$ cat src/common/bcts_pkg.sv
// Package for the bus clock and timing supervisor: register offsets, field
// positions, reset values and timing constants.
// Assumes a 32-bit AXI4-Lite register port and a single 200 MHz clock.
package bcts_pkg;
  // ==========================================================
  // Register map (byte addresses inside the relocatable window)
  localparam logic [10:0] OFF_WAIT_DIV = 11'h000;
  localparam logic [10:0] OFF_PIRQ_CTL = 11'h004;
  localparam logic [10:0] OFF_PIRQ_FLG = 11'h008;
  localparam logic [10:0] OFF_WDOG_CTL = 11'h00C;
  localparam logic [10:0] OFF_WDOG_SVC = 11'h010;
  localparam logic [10:0] OFF_IRQ_STAT = 11'h014;
  localparam logic [10:0] OFF_IRQ_MASK = 11'h018;
  localparam logic [10:0] OFF_BASE = 11'h01C;
  // ==========================================================
  // Field positions
  localparam int PIRQ_EN_BIT = 7;
  localparam int STOP_WAIT_BIT = 6;
  localparam int STOP_DBG_BIT = 5;
  localparam int BYPASS_BIT = 4;
  localparam int PFLAG_BIT = 7;
  localparam int CLKMON_EN_BIT = 7;
  // Status bits: periodic timeout, watchdog reset, clock-loss reset.
  localparam int ST_PER = 0;
  localparam int ST_WDG = 1;
  localparam int ST_CLK = 2;
  // ==========================================================
  // Service sequence values
  localparam logic [7:0] WDOG_ARM = 8'h55;
  localparam logic [7:0] WDOG_KICK = 8'hAA;
  // ==========================================================
  // Timing
  localparam int CLK_MHZ = 200;
  localparam int CLKMON_MAX_NS = 2000;
  localparam int CLKMON_CYC = (CLKMON_MAX_NS * CLK_MHZ) / 1000;
  localparam int PRESCALE_LOG2 = 13;
  localparam int BYPASS_DIV = 4;
  localparam int RST_PULSE_CYC = 16;
  localparam logic [4:0] BASE_RESET = 5'h00;
  // ==========================================================
  // Grouped status of the block
  typedef struct packed {
    logic wait_mode;
    logic debug_mode;
    logic special_mode;
  } bcts_mode_s;
  typedef enum logic [2:0] {
    BCTS_SVC_IDLE = 3'b001,
    BCTS_SVC_ARMED = 3'b010,
    BCTS_SVC_RESET = 3'b100
  } bcts_svc_e;
endpackage

$ cat src/design/bcts_top.sv
// Bus clock and timing supervisor: wait-mode slow divider, periodic interrupt,
// two-step watchdog and clock-loss monitor, with an AXI4-Lite register port.
// Assumes mode inputs synchronous to aclk and osc_edge as a sampled clock tick.
//
// Added by the designer: the AXI4-Lite slave port and the address map.
`timescale 1ns/10ps
module bcts_top #(
  parameter int WDOG_MAX_LOG2 = 23,
  parameter int CLKMON_CYCLES = bcts_pkg::CLKMON_CYC
) (
  input wire logic aclk,
  input wire logic aresetn,
  input wire logic [31:0] awaddr,
  input wire logic awvalid,
  output logic awready,
  input wire logic [31:0] wdata,
  input wire logic [3:0] wstrb,
  input wire logic wvalid,
  output logic wready,
  output logic [1:0] bresp,
  output logic bvalid,
  input wire logic bready,
  input wire logic [31:0] araddr,
  input wire logic arvalid,
  output logic arready,
  output logic [31:0] rdata,
  output logic [1:0] rresp,
  output logic rvalid,
  input wire logic rready,
  input wire bcts_pkg::bcts_mode_s mode,
  input wire logic osc_edge,
  output logic bus_clk_en,
  output logic wait_clk_en,
  output logic system_reset,
  output logic irq
);
  if (WDOG_MAX_LOG2 < 23 || WDOG_MAX_LOG2 > 30 || CLKMON_CYCLES < 2
      || CLKMON_CYCLES > 65535) begin : g_bad_param
    $error("bcts_top: unsupported parameter value");
  end

  // ==========================================================
  // Registers
  logic [2:0] wait_div_q;
  logic pirq_en_q, stop_wait_q, stop_dbg_q, bypass_q;
  logic [2:0] prate_q;
  logic pflag_q;
  logic clkmon_en_q;
  logic [2:0] wrate_q;
  logic stop_wait_lk_q, stop_dbg_lk_q, wrate_lk_q;
  logic [2:0] stat_q, mask_q;
  logic [4:0] base_q;
  bcts_pkg::bcts_svc_e svc_q;

  // ==========================================================
  // AXI4-Lite write path
  logic aw_have_q, w_have_q;
  logic [31:0] aw_addr_q, w_data_q;
  logic [3:0] w_strb_q;
  wire wr_fire = aw_have_q && w_have_q && !bvalid;
  wire in_window = aw_addr_q[15:11] == base_q;
  wire [10:0] wr_off = aw_addr_q[10:0];
  wire [7:0] wb = w_data_q[7:0];
  wire lane0 = w_strb_q[0];
  wire wr_wdiv = wr_fire && in_window && wr_off == bcts_pkg::OFF_WAIT_DIV && lane0;
  wire wr_pctl = wr_fire && in_window && wr_off == bcts_pkg::OFF_PIRQ_CTL && lane0;
  wire wr_pflg = wr_fire && in_window && wr_off == bcts_pkg::OFF_PIRQ_FLG && lane0;
  wire wr_wctl = wr_fire && in_window && wr_off == bcts_pkg::OFF_WDOG_CTL && lane0;
  wire wr_svc = wr_fire && in_window && wr_off == bcts_pkg::OFF_WDOG_SVC && lane0;
  wire wr_mask = wr_fire && in_window && wr_off == bcts_pkg::OFF_IRQ_MASK && lane0;
  wire wr_base = wr_fire && aw_addr_q[10:0] == bcts_pkg::OFF_BASE && in_window && lane0;
  wire wr_known = wr_fire && in_window && (wr_wdiv || wr_pctl || wr_pflg || wr_wctl
                  || wr_svc || wr_mask || wr_base || wr_off == bcts_pkg::OFF_IRQ_STAT);
  // Ready flags are registered inverses of the next holding state, so they leave a flip-flop.
  wire aw_have_d = (awvalid && awready) || (aw_have_q && !wr_fire);
  wire w_have_d = (wvalid && wready) || (w_have_q && !wr_fire);

  always_ff @(posedge aclk) begin
    if (!aresetn) begin
      aw_have_q <= 1'b0;
      w_have_q <= 1'b0;
      aw_addr_q <= 32'h0;
      w_data_q <= 32'h0;
      w_strb_q <= 4'h0;
      bvalid <= 1'b0;
      bresp <= 2'h0;
      awready <= 1'b1;
      wready <= 1'b1;
    end else begin
      aw_have_q <= aw_have_d;
      awready <= !aw_have_d;
      if (awvalid && awready) begin
        aw_addr_q <= awaddr;
      end
      w_have_q <= w_have_d;
      wready <= !w_have_d;
      if (wvalid && wready) begin
        w_data_q <= wdata;
        w_strb_q <= wstrb;
      end
      if (wr_fire) begin
        bvalid <= 1'b1;
        bresp <= wr_known ? 2'h0 : 2'h2;
      end else if (bready) begin
        bvalid <= 1'b0;
      end
    end
  end

  // ==========================================================
  // AXI4-Lite read path
  wire rd_fire = arvalid && arready;
  wire rd_in = araddr[15:11] == base_q;
  wire [10:0] rd_off = araddr[10:0];
  logic [7:0] rd_val;
  logic rd_ok;
  always_comb begin
    rd_val = 8'h00;
    rd_ok = rd_in;
    if (!rd_in) begin
      rd_ok = 1'b0;
    end else if (rd_off == bcts_pkg::OFF_WAIT_DIV) begin
      rd_val = {5'h00, wait_div_q};
    end else if (rd_off == bcts_pkg::OFF_PIRQ_CTL) begin
      rd_val = {pirq_en_q, stop_wait_q, stop_dbg_q, bypass_q, 1'b0, prate_q};
    end else if (rd_off == bcts_pkg::OFF_PIRQ_FLG) begin
      rd_val = {pflag_q, 7'h00};
    end else if (rd_off == bcts_pkg::OFF_WDOG_CTL) begin
      rd_val = {clkmon_en_q, 4'h0, wrate_q};
    end else if (rd_off == bcts_pkg::OFF_WDOG_SVC) begin
      rd_val = 8'h00;
    end else if (rd_off == bcts_pkg::OFF_IRQ_STAT) begin
      rd_val = {5'h00, stat_q};
    end else if (rd_off == bcts_pkg::OFF_IRQ_MASK) begin
      rd_val = {5'h00, mask_q};
    end else if (rd_off == bcts_pkg::OFF_BASE) begin
      rd_val = {3'h0, base_q};
    end else begin
      rd_ok = 1'b0;
    end
  end
  wire rd_stat = rd_fire && rd_ok && rd_off == bcts_pkg::OFF_IRQ_STAT;

  always_ff @(posedge aclk) begin
    if (!aresetn) begin
      rvalid <= 1'b0;
      rdata <= 32'h0;
      rresp <= 2'h0;
      arready <= 1'b1;
    end else if (rd_fire) begin
      rvalid <= 1'b1;
      arready <= 1'b0;
      rdata <= {24'h000000, rd_val};
      rresp <= rd_ok ? 2'h0 : 2'h2;
    end else if (rready) begin
      rvalid <= 1'b0;
      arready <= 1'b1;
    end
  end

  // ==========================================================
  // Control registers with write-once and special-mode protection
  wire sp = mode.special_mode;
  always_ff @(posedge aclk) begin
    if (!aresetn) begin
      wait_div_q <= 3'h0;
      pirq_en_q <= 1'b0;
      stop_wait_q <= 1'b0;
      stop_dbg_q <= 1'b0;
      bypass_q <= 1'b0;
      prate_q <= 3'h0;
      clkmon_en_q <= 1'b0;
      wrate_q <= 3'h0;
      stop_wait_lk_q <= 1'b0;
      stop_dbg_lk_q <= 1'b0;
      wrate_lk_q <= 1'b0;
      mask_q <= 3'h0;
      base_q <= bcts_pkg::BASE_RESET;
    end else begin
      if (wr_wdiv) begin
        wait_div_q <= wb[2:0];
      end
      if (wr_pctl) begin
        pirq_en_q <= wb[bcts_pkg::PIRQ_EN_BIT];
        prate_q <= wb[2:0];
        if (sp || !stop_wait_lk_q) begin
          stop_wait_q <= wb[bcts_pkg::STOP_WAIT_BIT];
          stop_wait_lk_q <= !sp;
        end
        if (sp || !stop_dbg_lk_q) begin
          stop_dbg_q <= wb[bcts_pkg::STOP_DBG_BIT];
          stop_dbg_lk_q <= !sp;
        end
        if (sp) begin
          bypass_q <= wb[bcts_pkg::BYPASS_BIT];
        end
      end
      if (wr_wctl) begin
        clkmon_en_q <= wb[bcts_pkg::CLKMON_EN_BIT];
        if (sp || !wrate_lk_q) begin
          wrate_q <= wb[2:0];
          wrate_lk_q <= !sp;
        end
      end
      if (wr_mask) begin
        mask_q <= wb[2:0];
      end
      if (wr_base) begin
        base_q <= wb[4:0];
      end
    end
  end

  // ==========================================================
  // Wait-mode slow divider and clock enables
  logic [6:0] slow_cnt_q;
  logic half_q;
  wire slow_on = mode.wait_mode && wait_div_q != 3'h0;
  wire [6:0] slow_lim = 7'((8'h01 << wait_div_q) - 8'h01);
  always_ff @(posedge aclk) begin
    if (!aresetn) begin
      slow_cnt_q <= 7'h00;
      half_q <= 1'b0;
      bus_clk_en <= 1'b0;
      wait_clk_en <= 1'b0;
    end else begin
      half_q <= !half_q;
      wait_clk_en <= half_q;
      if (!slow_on || slow_cnt_q >= slow_lim) begin
        slow_cnt_q <= 7'h00;
      end else begin
        slow_cnt_q <= slow_cnt_q + 7'h01;
      end
      bus_clk_en <= !slow_on || slow_cnt_q == 7'h00;
    end
  end

  // ==========================================================
  // Prescale chain on the E clock for the periodic interrupt; the watchdog counts on its own wcnt_q
  logic [WDOG_MAX_LOG2-1:0] chain_q;
  wire timers_run = !(stop_wait_q && mode.wait_mode) && !(stop_dbg_q && mode.debug_mode);
  // Bypass keeps two stages of the prescaler and skips the rest.
  wire [4:0] pre_sh = bypass_q ? 5'($clog2(bcts_pkg::BYPASS_DIV))
                               : 5'(bcts_pkg::PRESCALE_LOG2);
  function automatic logic tick_at(input logic [WDOG_MAX_LOG2-1:0] c, input logic [4:0] lg);
    logic [WDOG_MAX_LOG2-1:0] m;
    m = (WDOG_MAX_LOG2'(1) << lg) - WDOG_MAX_LOG2'(1);
    tick_at = (c & m) == m;
  endfunction
  always_ff @(posedge aclk) begin
    if (!aresetn) begin
      chain_q <= '0;
    end else if (timers_run) begin
      chain_q <= chain_q + WDOG_MAX_LOG2'(1);
    end
  end

  // ==========================================================
  // Periodic interrupt
  wire [4:0] p_lg = 5'(pre_sh + 5'(prate_q) - 5'h01);
  wire p_tick = timers_run && prate_q != 3'h0 && tick_at(chain_q, p_lg);
  always_ff @(posedge aclk) begin
    if (!aresetn) begin
      pflag_q <= 1'b0;
    end else if (p_tick) begin
      pflag_q <= 1'b1;
    end else if (wr_pflg && wb[bcts_pkg::PFLAG_BIT]) begin
      pflag_q <= 1'b0;
    end
  end

  // ==========================================================
  // Watchdog
  logic [4:0] w_ext;
  always_comb begin
    case (wrate_q)
      3'd1: w_ext = 5'd0;
      3'd2: w_ext = 5'd2;
      3'd3: w_ext = 5'd4;
      3'd4: w_ext = 5'd6;
      3'd5: w_ext = 5'd8;
      3'd6: w_ext = 5'd9;
      default: w_ext = 5'd10;
    endcase
  end
  logic [WDOG_MAX_LOG2-1:0] wcnt_q;
  wire w_on = wrate_q != 3'h0;
  wire [4:0] w_lg = 5'(pre_sh + w_ext);
  wire w_tmo = w_on && timers_run && tick_at(wcnt_q, w_lg);
  wire svc_bad = wr_svc && wb != bcts_pkg::WDOG_ARM && wb != bcts_pkg::WDOG_KICK;
  wire svc_kick = wr_svc && wb == bcts_pkg::WDOG_KICK && svc_q == bcts_pkg::BCTS_SVC_ARMED;
  always_ff @(posedge aclk) begin
    if (!aresetn) begin
      svc_q <= bcts_pkg::BCTS_SVC_IDLE;
      wcnt_q <= '0;
    end else begin
      if (wr_svc) begin
        case (svc_q)
          bcts_pkg::BCTS_SVC_IDLE:
            svc_q <= wb == bcts_pkg::WDOG_ARM ? bcts_pkg::BCTS_SVC_ARMED : svc_q;
          bcts_pkg::BCTS_SVC_ARMED:
            svc_q <= svc_kick ? bcts_pkg::BCTS_SVC_RESET :
                     (wb == bcts_pkg::WDOG_ARM ? svc_q : bcts_pkg::BCTS_SVC_IDLE);
          default:
            svc_q <= wb == bcts_pkg::WDOG_ARM ? bcts_pkg::BCTS_SVC_ARMED
                                              : bcts_pkg::BCTS_SVC_IDLE;
        endcase
      end
      if (svc_kick || !w_on) begin
        wcnt_q <= '0;
      end else if (timers_run) begin
        wcnt_q <= wcnt_q + WDOG_MAX_LOG2'(1);
      end
    end
  end

  // ==========================================================
  // Clock-loss monitor; counts aclk cycles since the last oscillator tick.
  // Counting on aclk keeps it tied to the oscillator, not the slowed bus.
  logic [15:0] mon_q;
  wire mon_trip = clkmon_en_q && mon_q >= 16'(CLKMON_CYCLES);
  always_ff @(posedge aclk) begin
    if (!aresetn || osc_edge || !clkmon_en_q) begin
      mon_q <= 16'h0000;
    end else if (mon_q != 16'hFFFF) begin
      mon_q <= mon_q + 16'h0001;
    end
  end

  // ==========================================================
  // Reset request, status and interrupt
  logic [4:0] rst_cnt_q;
  wire [2:0] ev = {mon_trip, w_tmo || svc_bad, p_tick};
  always_ff @(posedge aclk) begin
    if (!aresetn) begin
      rst_cnt_q <= 5'h00;
      system_reset <= 1'b0;
      stat_q <= 3'h0;
      irq <= 1'b0;
    end else begin
      if (ev[bcts_pkg::ST_WDG] || ev[bcts_pkg::ST_CLK]) begin
        rst_cnt_q <= 5'(bcts_pkg::RST_PULSE_CYC);
      end else if (rst_cnt_q != 5'h00) begin
        rst_cnt_q <= rst_cnt_q - 5'h01;
      end
      system_reset <= ev[bcts_pkg::ST_WDG] || ev[bcts_pkg::ST_CLK] || rst_cnt_q > 5'h01;
      stat_q <= ev | (rd_stat ? 3'h0 : stat_q);
      irq <= |(stat_q & mask_q) || (pirq_en_q && pflag_q);
    end
  end
endmodule

$ cat config.mk
export PLATFORM = sky130hd
export DESIGN_NAME = bcts_top
export DESIGN_NICKNAME = d
export VERILOG_FILES = /design/src/common/bcts_pkg.sv /design/src/design/bcts_top.sv
export SDC_FILE = /design/constraint.sdc
export NUM_CORES = 1
export LEC_CHECK = 0
export BUFFER_PORTS_ARGS = -buffer_cell sky130_fd_sc_hd__buf_2
export CAP_MARGIN = 10
export CORE_UTILIZATION = 52
export CTS_CLUSTER_DIAMETER = 40
export DETAILED_ROUTE_END_ITERATION = 16
export PLACE_DENSITY = 0.83
export SYNTH_ARGS = -nofsm -noshare
export SYNTH_HDL_FRONTEND = slang
export SYNTH_SLANG_ARGS = --single-unit
export TNS_END_PERCENT = 1
$ cat constraint.sdc
create_clock -name aclk -period 4.36 [get_ports aclk]
set_input_delay 0.436 -clock aclk [delete_from_list [all_inputs] [get_ports aclk]]
set_output_delay 0.436 -clock aclk [all_outputs]
set_load 0.05 [all_outputs]
Word-level counts from Yosys, hierarchy flattened
Index checks and enable logic that the tools add are counted.

Bitwise gates (word level): 5. Add/subtract/negate cells: 11. Reduce and logical (&&, ||, !) cells: 97. $lt $le $gt $ge: 3. Shift operators: 3. Mux-type cells: 38. Equal/unequal tests: 33.

Operators by type and width (count): $eq 11x5->1 const B (8); $add 23x1->23 const B (2); $and 23x23->23 (2); $eq 23x23->1 (2); $shl 1x5->23 const A (2); $sub 23x2->23 const B (2); $eq 11x4->1 const B (4); $logic_and 1x1->1 (41); $mux 8 (5); $mux 5 (6); $pmux 4 s6 (1); $eq 11x3->1 const B (2); $logic_not 11->1 (2); $logic_or 1x1->1 (21); $mux 1 (17); $add 16x1->16 const B (1); $ge 16x9->1 const B (1); $ne 16x16->1 const B (1); $logic_not 1->1 (15); $mux 3 (4); $eq 5x5->1 (2); $sub 5x1->5 const B (2); $eq 3x2->1 const B (3); $eq 3x3->1 const B (3); 28 further kinds (41).

Bits of input ports: 111. Flip-flop bits (word level): 155. Output and inout port bits: 45.

Depth between registers and ports, before layout
Gate-level depths: netlist of run 1.

Word-level depth: 14. Gate-level depth with buffers: 19. Depth with buffers taken out: 17.

Least setup slack after synthesis of run 1
No wires, ideal clock.

Path kind: register -> register. Start: register bypass_q. End: register rst_cnt_q[2]. Path buffers: 3. Stages on the path, launching flop included: 18. Data arrival time: 4.128 ns. Library setup time: 0.137 ns. Setup slack: 0.095 ns. Path through: dfxtp_1 clkbuf_1 inv_1 ha_1 fa_1 buf_6 xnor2_1 clkbuf_1 nand4_1 ha_1 nand2b_1 a21o_1 o32ai_1 or3_1 nor4_1 nand4_1 nor4_4 nor4_1.

Word-level cells in the longest chain between the ends: 10.

Ends and longest elaborated chain: start: declaration (RTL line bcts_top.sv:45) `logic pirq_en_q, stop_wait_q, stop_dbg_q, bypass_q;`; start signal: assignment (RTL line bcts_top.sv:195) `bypass_q <= wb[bcts_pkg::BYPASS_BIT];`; $mux 4 (*) (RTL line bcts_top.sv:243) `wire [4:0] pre_sh = bypass_q ? 5'($clog2(bcts_pkg::BYPASS_DIV))`; $add 4x5->5 (*) (RTL line bcts_top.sv:288) `wire [4:0] w_lg = 5'(pre_sh + w_ext);`; $shl 1x5->23 (*) (RTL line bcts_top.sv:247) `m = (WDOG_MAX_LOG2'(1) << lg) - WDOG_MAX_LOG2'(1);`; $sub 23x2->23 (*) (RTL line bcts_top.sv:247); $and 23x23->23 (RTL line bcts_top.sv:248) `tick_at = (c & m) == m;`; $eq 23x23->1 (*) (RTL line bcts_top.sv:248); $logic_and 1x1->1 (*) (RTL line bcts_top.sv:289) `wire w_tmo = w_on && timers_run && tick_at(wcnt_q, w_lg);`; $logic_or 1x1->1 (*) (RTL line bcts_top.sv:333) `wire [2:0] ev = {mon_trip, w_tmo || svc_bad, p_tick};`; $logic_or 1x1->1 (*) (RTL line bcts_top.sv:341) `if (ev[bcts_pkg::ST_WDG] || ev[bcts_pkg::ST_CLK]) begin`; $reduce_or 2->1 (no line) (*); end signal: assignment (RTL line bcts_top.sv:342) `rst_cnt_q <= 5'(bcts_pkg::RST_PULSE_CYC);`; end signal: assignment (RTL line bcts_top.sv:344) `rst_cnt_q <= rst_cnt_q - 5'h01;`; end: declaration (RTL line bcts_top.sv:332) `logic [4:0] rst_cnt_q;`.

Mark *: on every way between the ends. The rest lies on a longest branch, timed or not. A chain may end at the register's enable or synchronous reset.

Worst setup path after layout of run 1
Start: register wrate_q[2]. End: register rst_cnt_q[2].

Word-level cells in the longest chain between the ends: 11. Elaborated cells between the ends (all ways): 18.

Ends and longest elaborated chain: start: declaration (RTL line bcts_top.sv:49) `logic [2:0] wrate_q;`; start signal: assignment (RTL line bcts_top.sv:201) `wrate_q <= wb[2:0];`; $eq 3x3->1 (tied with other cells) (RTL line bcts_top.sv:276) `case (wrate_q)`; $pmux 4 s6 (RTL line bcts_top.sv:276); $add 4x5->5 (RTL line bcts_top.sv:288); $shl 1x5->23 (RTL line bcts_top.sv:247); $sub 23x2->23 (RTL line bcts_top.sv:247); $and 23x23->23 (RTL line bcts_top.sv:248); $eq 23x23->1 (RTL line bcts_top.sv:248); $logic_and 1x1->1 (*) (RTL line bcts_top.sv:289); $logic_or 1x1->1 (*) (RTL line bcts_top.sv:333); $logic_or 1x1->1 (*) (RTL line bcts_top.sv:341); $reduce_or 2->1 (no line) (*).

Marked as above.

==> impl_results.md, run 1 <==
- First-pass GRT wire length: 36.1 mm
- CP Cell Sequence: nand2_1 > nor2_1 > ha_2 > fa_1 > a211o_1 > nor4_4 > nand2_1 > ha_1 > o31a_1 > nand2_1 > a31o_2 > o221ai_1 > or4_1 > nor4_4 > nor4_1
- Total global routing track utilization: 24.7%
- Synthesized instance count: 1110
- Total routed wirelength: 21.3 mm
- WL/cell: 15.2 µm
- PortBufs: 70
- Period utilization: 94.9%
- Synth unique cells: 76
- Largest net degree at the start of global routing: 43
- Final setup violation count: 0
- Part of the Yosys area used for sequential elements: 33.9%
- Final core utilization: 60.5%
- Layout Nets: 1315
- Final Critical Period: 4140 ps
- Initial core utilization: 53.9%
- RSZ-0062 raised after global routing: false
- WP data arrival: 4440 ps
- Die Ht: 134 µm
- Startpoint Class: flop
- Max-cap check violation count: 0
- Hold Crit Class: primary input to flop
- Crit-path max FO: 7
- I/O pins: 156
- Core area: 16800 µm²
- Power Density: 326 nW/µm²
- Max VDD drop: 0.270 mV
- Critical path capture point type: flop
- CTS Buf Count: 17
- Area delta synth->final: 12.3%
- DP HPWL: 15.4 mm
- Post-Syn Area per Cell: 8.14 µm²
- Vias per cell: 5.74
- Actual slew at the worst max-slew pin: 932 ps
- Die width: 134 µm
- Die area: 17900 µm²
- Row count: 47
- CTS Root Cell: clkbuf_16
- Setup TNS: 0 ps
- Fraction of layout cells with a size suffix above 1: 12.7%
- Top_reg_cell synth: dfxtp_1
- EDFF count, synth: 0
- CTS Buffer Depth: 2
- Relative slew slack: 37.7%
- # clock sinks: 153
- Final Hold Viols: 0
- CP max stage delay: 520 ps
- CP dominant cell by count: nand2_1
- GPL Wtd Cong: 0.957
- Commonest non-fill, non-tap cell in the layout: dfxtp_1
- WP data required: 4660 ps
- Initial antenna violation count: 1
- Clock Skew: 11.2 ps
- Ys Warns: 0
- Status: complete, no violations
- Fraction of registers with async set/reset: 0%
- CTS clk-pin slew, worst paths: 70 ps
- Crit Path Class: flop to flop
- Top delay family on crit path: simple AND/OR/NAND/NOR gates
- CTS tree: built
- Pre-antenna DRT Iters: 9
- Yosys reg bits: 153
- Vias: 8069
- LEAKAGE: 3.91 nW
- Number of remaining DRC errors: 0
- Initial DRC count: 650
- CP max stage cell: nor4_4
- Overflow after GRT: 0
- H-tree levels: 4
- Synth Cell Area: 9040 µm²
- Fmax: 242 MHz
- Vias in the first global route: 7536
- Crit path buf inv count: 0
- Max Slew Vio Count: 0
- Most frequent cells in the layout: 152 x dfxtp_1, 129 x nand2_1, 82 x nor2_1
- Clock latency on the worst-skew pair: 440 ps
- Routed Antenna Nets: 0
==> report_power, final <==
group	internal (W)	switching, W
clock network	0.000774	0.000701
registers	0.00145	0.0000503
logic	0.000124	0.000216
total	0.00234	0.000968
==> flip-flops by register name, summed over array words and instances, names as in the netlist, 3 cells and up <==
signal      cells
prate_q         3
wait_div_q      3
mask_q          3
w_data_q        8
mon_q          16
chain_q        23
rst_cnt_q       5
rdata           8
aw_addr_q      16
stat_q          3
svc_q           3
slow_cnt_q      7
wcnt_q         23
wrate_q         3
base_q          5
==> area by class of cell <==
class                   instances  area (µm²)
fillers                      1422        6620
multi-input cells             867        5530
flip-flops and latches        153        3060
repair buffers                 94         531
clock buffers                  17         425
well taps                     220         275
clock inverters                15         174
inverters                      39         146
diodes                          1        2.50
==> Yosys cell counts (4+ instances only) <==
| cell type | number | area, µm² |
|---|---|---|
| a22oi_1 | 13 | 97.6 |
| nor3_1 | 28 | 140 |
| nand2b_1 | 13 | 81.3 |
| buf_4 | 28 | 210 |
| and3_1 | 16 | 100 |
| xor2_1 | 29 | 254 |
| o2111ai_1 | 4 | 35.0 |
| nor2b_1 | 39 | 244 |
| nor4_1 | 16 | 100 |
| or3_1 | 19 | 119 |
| a211o_1 | 4 | 35.0 |
| o21a_1 | 9 | 67.6 |
| nand4_1 | 24 | 150 |
| o22ai_1 | 5 | 31.3 |
| a21o_1 | 11 | 82.6 |
| and2_1 | 34 | 213 |
| ha_1 | 28 | 350 |
| nand2_1 | 129 | 484 |
| inv_1 | 39 | 146 |
| a211oi_1 | 7 | 52.6 |
| a21oi_1 | 39 | 195 |
| o32ai_1 | 5 | 43.8 |
| a21boi_0 | 37 | 278 |
| mux2_2 | 5 | 56.3 |
| fa_1 | 4 | 80.1 |
| nand4b_1 | 4 | 35.0 |
| dfxtp_1 | 153 | 3060 |
| xnor2_1 | 40 | 350 |
| nor2_1 | 82 | 308 |
| clkbuf_1 | 40 | 150 |
| o21ai_0 | 48 | 240 |
| nand3_1 | 41 | 205 |
| nor4bb_1 | 4 | 40.0 |
| mux2i_1 | 27 | 270 |
| buf_2 | 4 | 20.0 |
| or2_2 | 5 | 31.3 |
| a31oi_1 | 9 | 56.3 |
| nor3b_1 | 4 | 30.0 |
==> through the flow <==
| stage | total power, W | area, µm² | worst slack [ps] | hold WS (ps) | instances |
|---|---|---|---|---|---|
| after floorplan | 0.00180 | 9130 | 95.1 | 383 | 1135 |
| after global placement | 0.00185 | 9520 | 326 | 395 | 1373 |
| after detailed placement | 0.00187 | 9520 | 192 | 399 | 1373 |
| after CTS | 0.00333 | 10100 | 164 | 230 | 1405 |
| after global routing | 0.00344 | 10100 | 23.0 | 247 | 1406 |
| final | 0.00331 | 10100 | 221 | 242 | 1406 |
==> routing by layer <==
layer  up-vias  share of wire (%)  routed length [µm]  GRT usage (%)
li1       3995                  -                   -              -
met1      3742                 44                9460           31.3
met2       278                 48               10200           41.5
met3        54                5.2                1110           4.16
met4         0                2.6                 559           10.4
met5         -                  0                   0              0
==> final timing paths <==
check / endpoint / slack [ps] / cells after the start / start
setup / recovery: rst_cnt_q[2] / 220 / 15 / wrate_q[2]
hold / removal: w_data_q[3] / 240 / 3 / wdata[3]
setup reg to reg: rst_cnt_q[2] / 220 / 15 / wrate_q[2]
hold reg to reg: half_q / 410 / 1 / half_q
==> cells by family after synthesis <==
family          Yosys count  synth area share [%]
simple gates            472                  26.8
compound gates          235                  17.8
flops                   153                  33.9
buf+inv                 115                  6.24
xor+xnor                 70                  6.87
fa+ha+maj                32                  4.76
mux                      32                  3.61
other cells               1                0.0415
==> tightest hold or removal path, cell delays in order <==
cell and delay (ps):
buf_2 100, nand2_1 40, a21boi_0 60
==> timing repair <==
item / in CTS / in global routing
buffers inserted: 0 / 0
setup endpoints to repair: 0 / 9
gates resized for setup: 0 / 5
hold endpoints to repair: 0 / 0
hold buffers: 0 / 0
Power figures use the tool's default switching activity.
==> run 2, diff against run 1 <==
--- a/config.mk
+++ b/config.mk
@@ -7,10 +7,11 @@
 export LEC_CHECK = 0
 export BUFFER_PORTS_ARGS = -buffer_cell sky130_fd_sc_hd__buf_2
 export CAP_MARGIN = 10
-export CORE_UTILIZATION = 52
+export CORE_UTILIZATION = 53
+export CTS_BUF_LIST = sky130_fd_sc_hd__clkbuf_8
 export CTS_CLUSTER_DIAMETER = 40
 export DETAILED_ROUTE_END_ITERATION = 16
-export PLACE_DENSITY = 0.83
+export PLACE_DENSITY = 0.84
 export SYNTH_ARGS = -nofsm -noshare
 export SYNTH_HDL_FRONTEND = slang
 export SYNTH_SLANG_ARGS = --single-unit
==> constraint.sdc (replaced) <==
create_clock -name aclk -period 3.77 [get_ports aclk]
set_input_delay 0.377 -clock aclk [delete_from_list [all_inputs] [get_ports aclk]]
set_output_delay 0.377 -clock aclk [all_outputs]
set_load 0.05 [all_outputs]
==> run 2 against run 1 <==
Against the previous run:
- global-route usage up 1.1 points
- utilization up 1.6 points
- sequential share of layout area down 0.51 points
- first-iteration DRC count down 17%
- final cell count up 2.3%
- final area up 1.9%
- sequential cell count unchanged
- worst setup slack worse by 200 ps
- critical path depth up 1
- routed wire length up 4.6%
==> impl_results.md, run 2 (same netlist as run 1, synthesis figures left out) <==
- FF-to-FF End: rst_cnt_q[2]
- Multi-input logic area: 5700 µm² (+3.1%)
- WL/cell: 15.5 µm (+2.3%)
- # clock sinks: 153 (unchanged)
- Final setup violation count: 0 (unchanged)
- Max VDD drop: 0.318 mV (+18%)
- Clock Skew: 18.0 ps (+6.78 ps)
- Row count: 47 (unchanged)
- Logic pwr share: 12.5% (+2.2 points)
- Actual slew at the worst max-slew pin: 903 ps (-29.3 ps)
- Fmax: 267 MHz (+10%)
- Die width: 133 µm (-0.93%)
- First-pass GRT wire length: 36.9 mm (+2.1%)
- Critical path capture point type: flop
- Period utilization: 99.5% (+4.5 points)
- Top flop regs: chain_q: 23 flops, wcnt_q: 23 flops
- I/O pins: 156 (unchanged)
- Sequential Power Share: 52.0% (+6.8 points)
- Vias: 8219 (+1.9%)
- Layout Nets: 1348 (+2.5%)
- Hold WS: 141 ps (-100 ps)
- Final-layout fill cell count: 1393 (-2.0%)
- Core area: 16600 µm² (-0.70%)
- DP HPWL: 16.1 mm (+4.8%)
- WP data required: 4110 ps (-550 ps)
- Die area: 17600 µm² (-1.9%)
- Max Slew Vio Count: 0 (unchanged)
- Hold Path Stages: 3 (unchanged)
- Storage element area: 3070 µm² (+0.12%)
- CTS Buf Count: 17 (unchanged)
- R2r worst-path depth: 16 (+1)
- LEAKAGE: 4.01 nW (+2.5%)
- Power Density: 321 nW/µm² (-1.6%)
- Setup TNS: 0 ps (unchanged)
- Crit-path max FO: 7 (unchanged)
- RSZ-0062 raised after global routing: true
- PortBufs: 70 (unchanged)
- Switching Fraction: 30.5% (+1.3 points)
- Final Critical Period: 3750 ps (-390 ps)
- Routed Antenna Nets: 0 (unchanged)
- CTS clk-pin slew, worst paths: 100 ps (+30 ps)
- Total routed wirelength: 22.3 mm (+4.6%)
- # diodes: 0 (-1)
- CTS Buffer Depth: 2 (unchanged)
- Int Pwr: 0.00231 W (-1.6%)
- Worst r2r src: wrate_q[1]
- Clock power frac: 35.5% (-9.0 points)
- Fraction of layout cells with a size suffix above 1: 17.4% (+4.7 points)
- WP data arrival: 4090 ps (-350 ps)
- CTS tree: built
- Final Hold Viols: 0 (unchanged)
- Die Ht: 133 µm (-0.93%)
- Most frequent cells in the layout: 149 x dfxtp_1, 125 x nand2_1, 80 x nor2_1
- Final core utilization: 62.1% (+1.6 points)
- R2r setup slk: 20 ps (-200 ps)
- Startpoint Class: flop
- Initial DRC count: 540 (-17%)
- H-tree levels: 4 (unchanged)
- Area delta synth->final: 14.3%
- Overflow after GRT: 0 (unchanged)
- Vias in the first global route: 7757 (+2.9%)
- Power, Total: 0.00332 W (+0.26%)
- Hold Crit Class: primary input to flop
- Largest net degree at the start of global routing: 48 (+12%)
- HP Start: wdata[6]
- Status: complete, no violations
- GPL Wtd Cong: 0.926 (-3.2%)
- Relative slew slack: 39.6% (+2.0 points)
- Commonest non-fill, non-tap cell in the layout: dfxtp_1
- Vias per cell: 5.72 (-0.41%)
- Max-cap check violation count: 0 (unchanged)
- CTS Root Cell: clkbuf_8
- Initial core utilization: 54.3% (+0.38 points)
- Pre-antenna DRT Iters: 7 (-2)
- WHS Endpoint: w_data_q[6]
- Psw: 0.00101 W (+4.8%)
- Initial antenna violation count: 1 (unchanged)
- Number of remaining DRC errors: 0 (unchanged)
- Crit Path Class: flop to flop
- Clock latency on the worst-skew pair: 470 ps (+30 ps)
- Total global routing track utilization: 25.8% (+1.1 points)
- Critical path startpoint: wrate_q[1]
## run 2: worst max path at each step
stage	cells after the start	to
floorplan	16	rst_cnt_q[2]
global placement	16	pflag_q
detailed placement	16	rst_cnt_q[2]
CTS	18	stat_q[0]
global route	18	rst_cnt_q[2]
finish	16	rst_cnt_q[2]
## run 2: final cells by class
cell class,instances,area share [%]
clock inverters,14,1.10
repair buffers,127,7.57
clock buffers,18,2.40
inverters,39,1.42
multi-input cells,867,55.2
well taps,220,2.66
flip-flops and latches,153,29.7
## run 2: power groups by stage
stage	Clock [W]	Sequential [W]	Combinational, W
4_1_cts	0.00119	0.00173	0.000395
6_report	0.00118	0.00173	0.000414
5_1_grt	0.00126	0.00174	0.000458
2_1_floorplan	0	0.00178	0.000297
3_5_place_dp	0	0.00176	0.000392
3_3_place_gp	0	0.00176	0.000382
## run 2: per-layer routing
metal  global-route usage (%)  vias to the layer above  part of all wire [%]
met5                        0                        -                 0.063
li1                         -                     4051                     -
met2                     43.5                      271                    48
met1                     31.7                     3830                    43
met4                     11.2                        2                   3.2
met3                     5.63                       65                   5.4
## run 2: stage by stage
stage	instances	area, µm²	worst slack (ps)
global placement	1403	9770	24.3
finish	1438	10300	20.7
detailed placement	1403	9770	-52.4
global route	1438	10300	-154
CTS	1435	10200	9.37
floorplan	1135	9180	24.9
## run 2: repair_timing
| item | in CTS | in global routing |
|---|---|---|
| gates cloned | 0 | 0 |
| pin swaps | 1 | 15 |
| endpoints found under the setup margin | 9 | 9 |
| hold buffers | 0 | 0 |
| gates resized for setup | 7 | 31 |
| buffers inserted | 0 | 3 |
## run 2: worst max-delay path, cell delays in order, from the launching register on
cell	delay, ps
dfxtp_2	340
buf_4	160
or3_4	380
nand2_4	70
ha_4	200
a211o_4	350
nor4_4	290
nand2_1	100
ha_2	210
o31a_1	130
nand2_2	100
a31o_4	160
o221ai_1	130
or4_4	450
nor4_4	290
buf_6	190
nor4_4	50
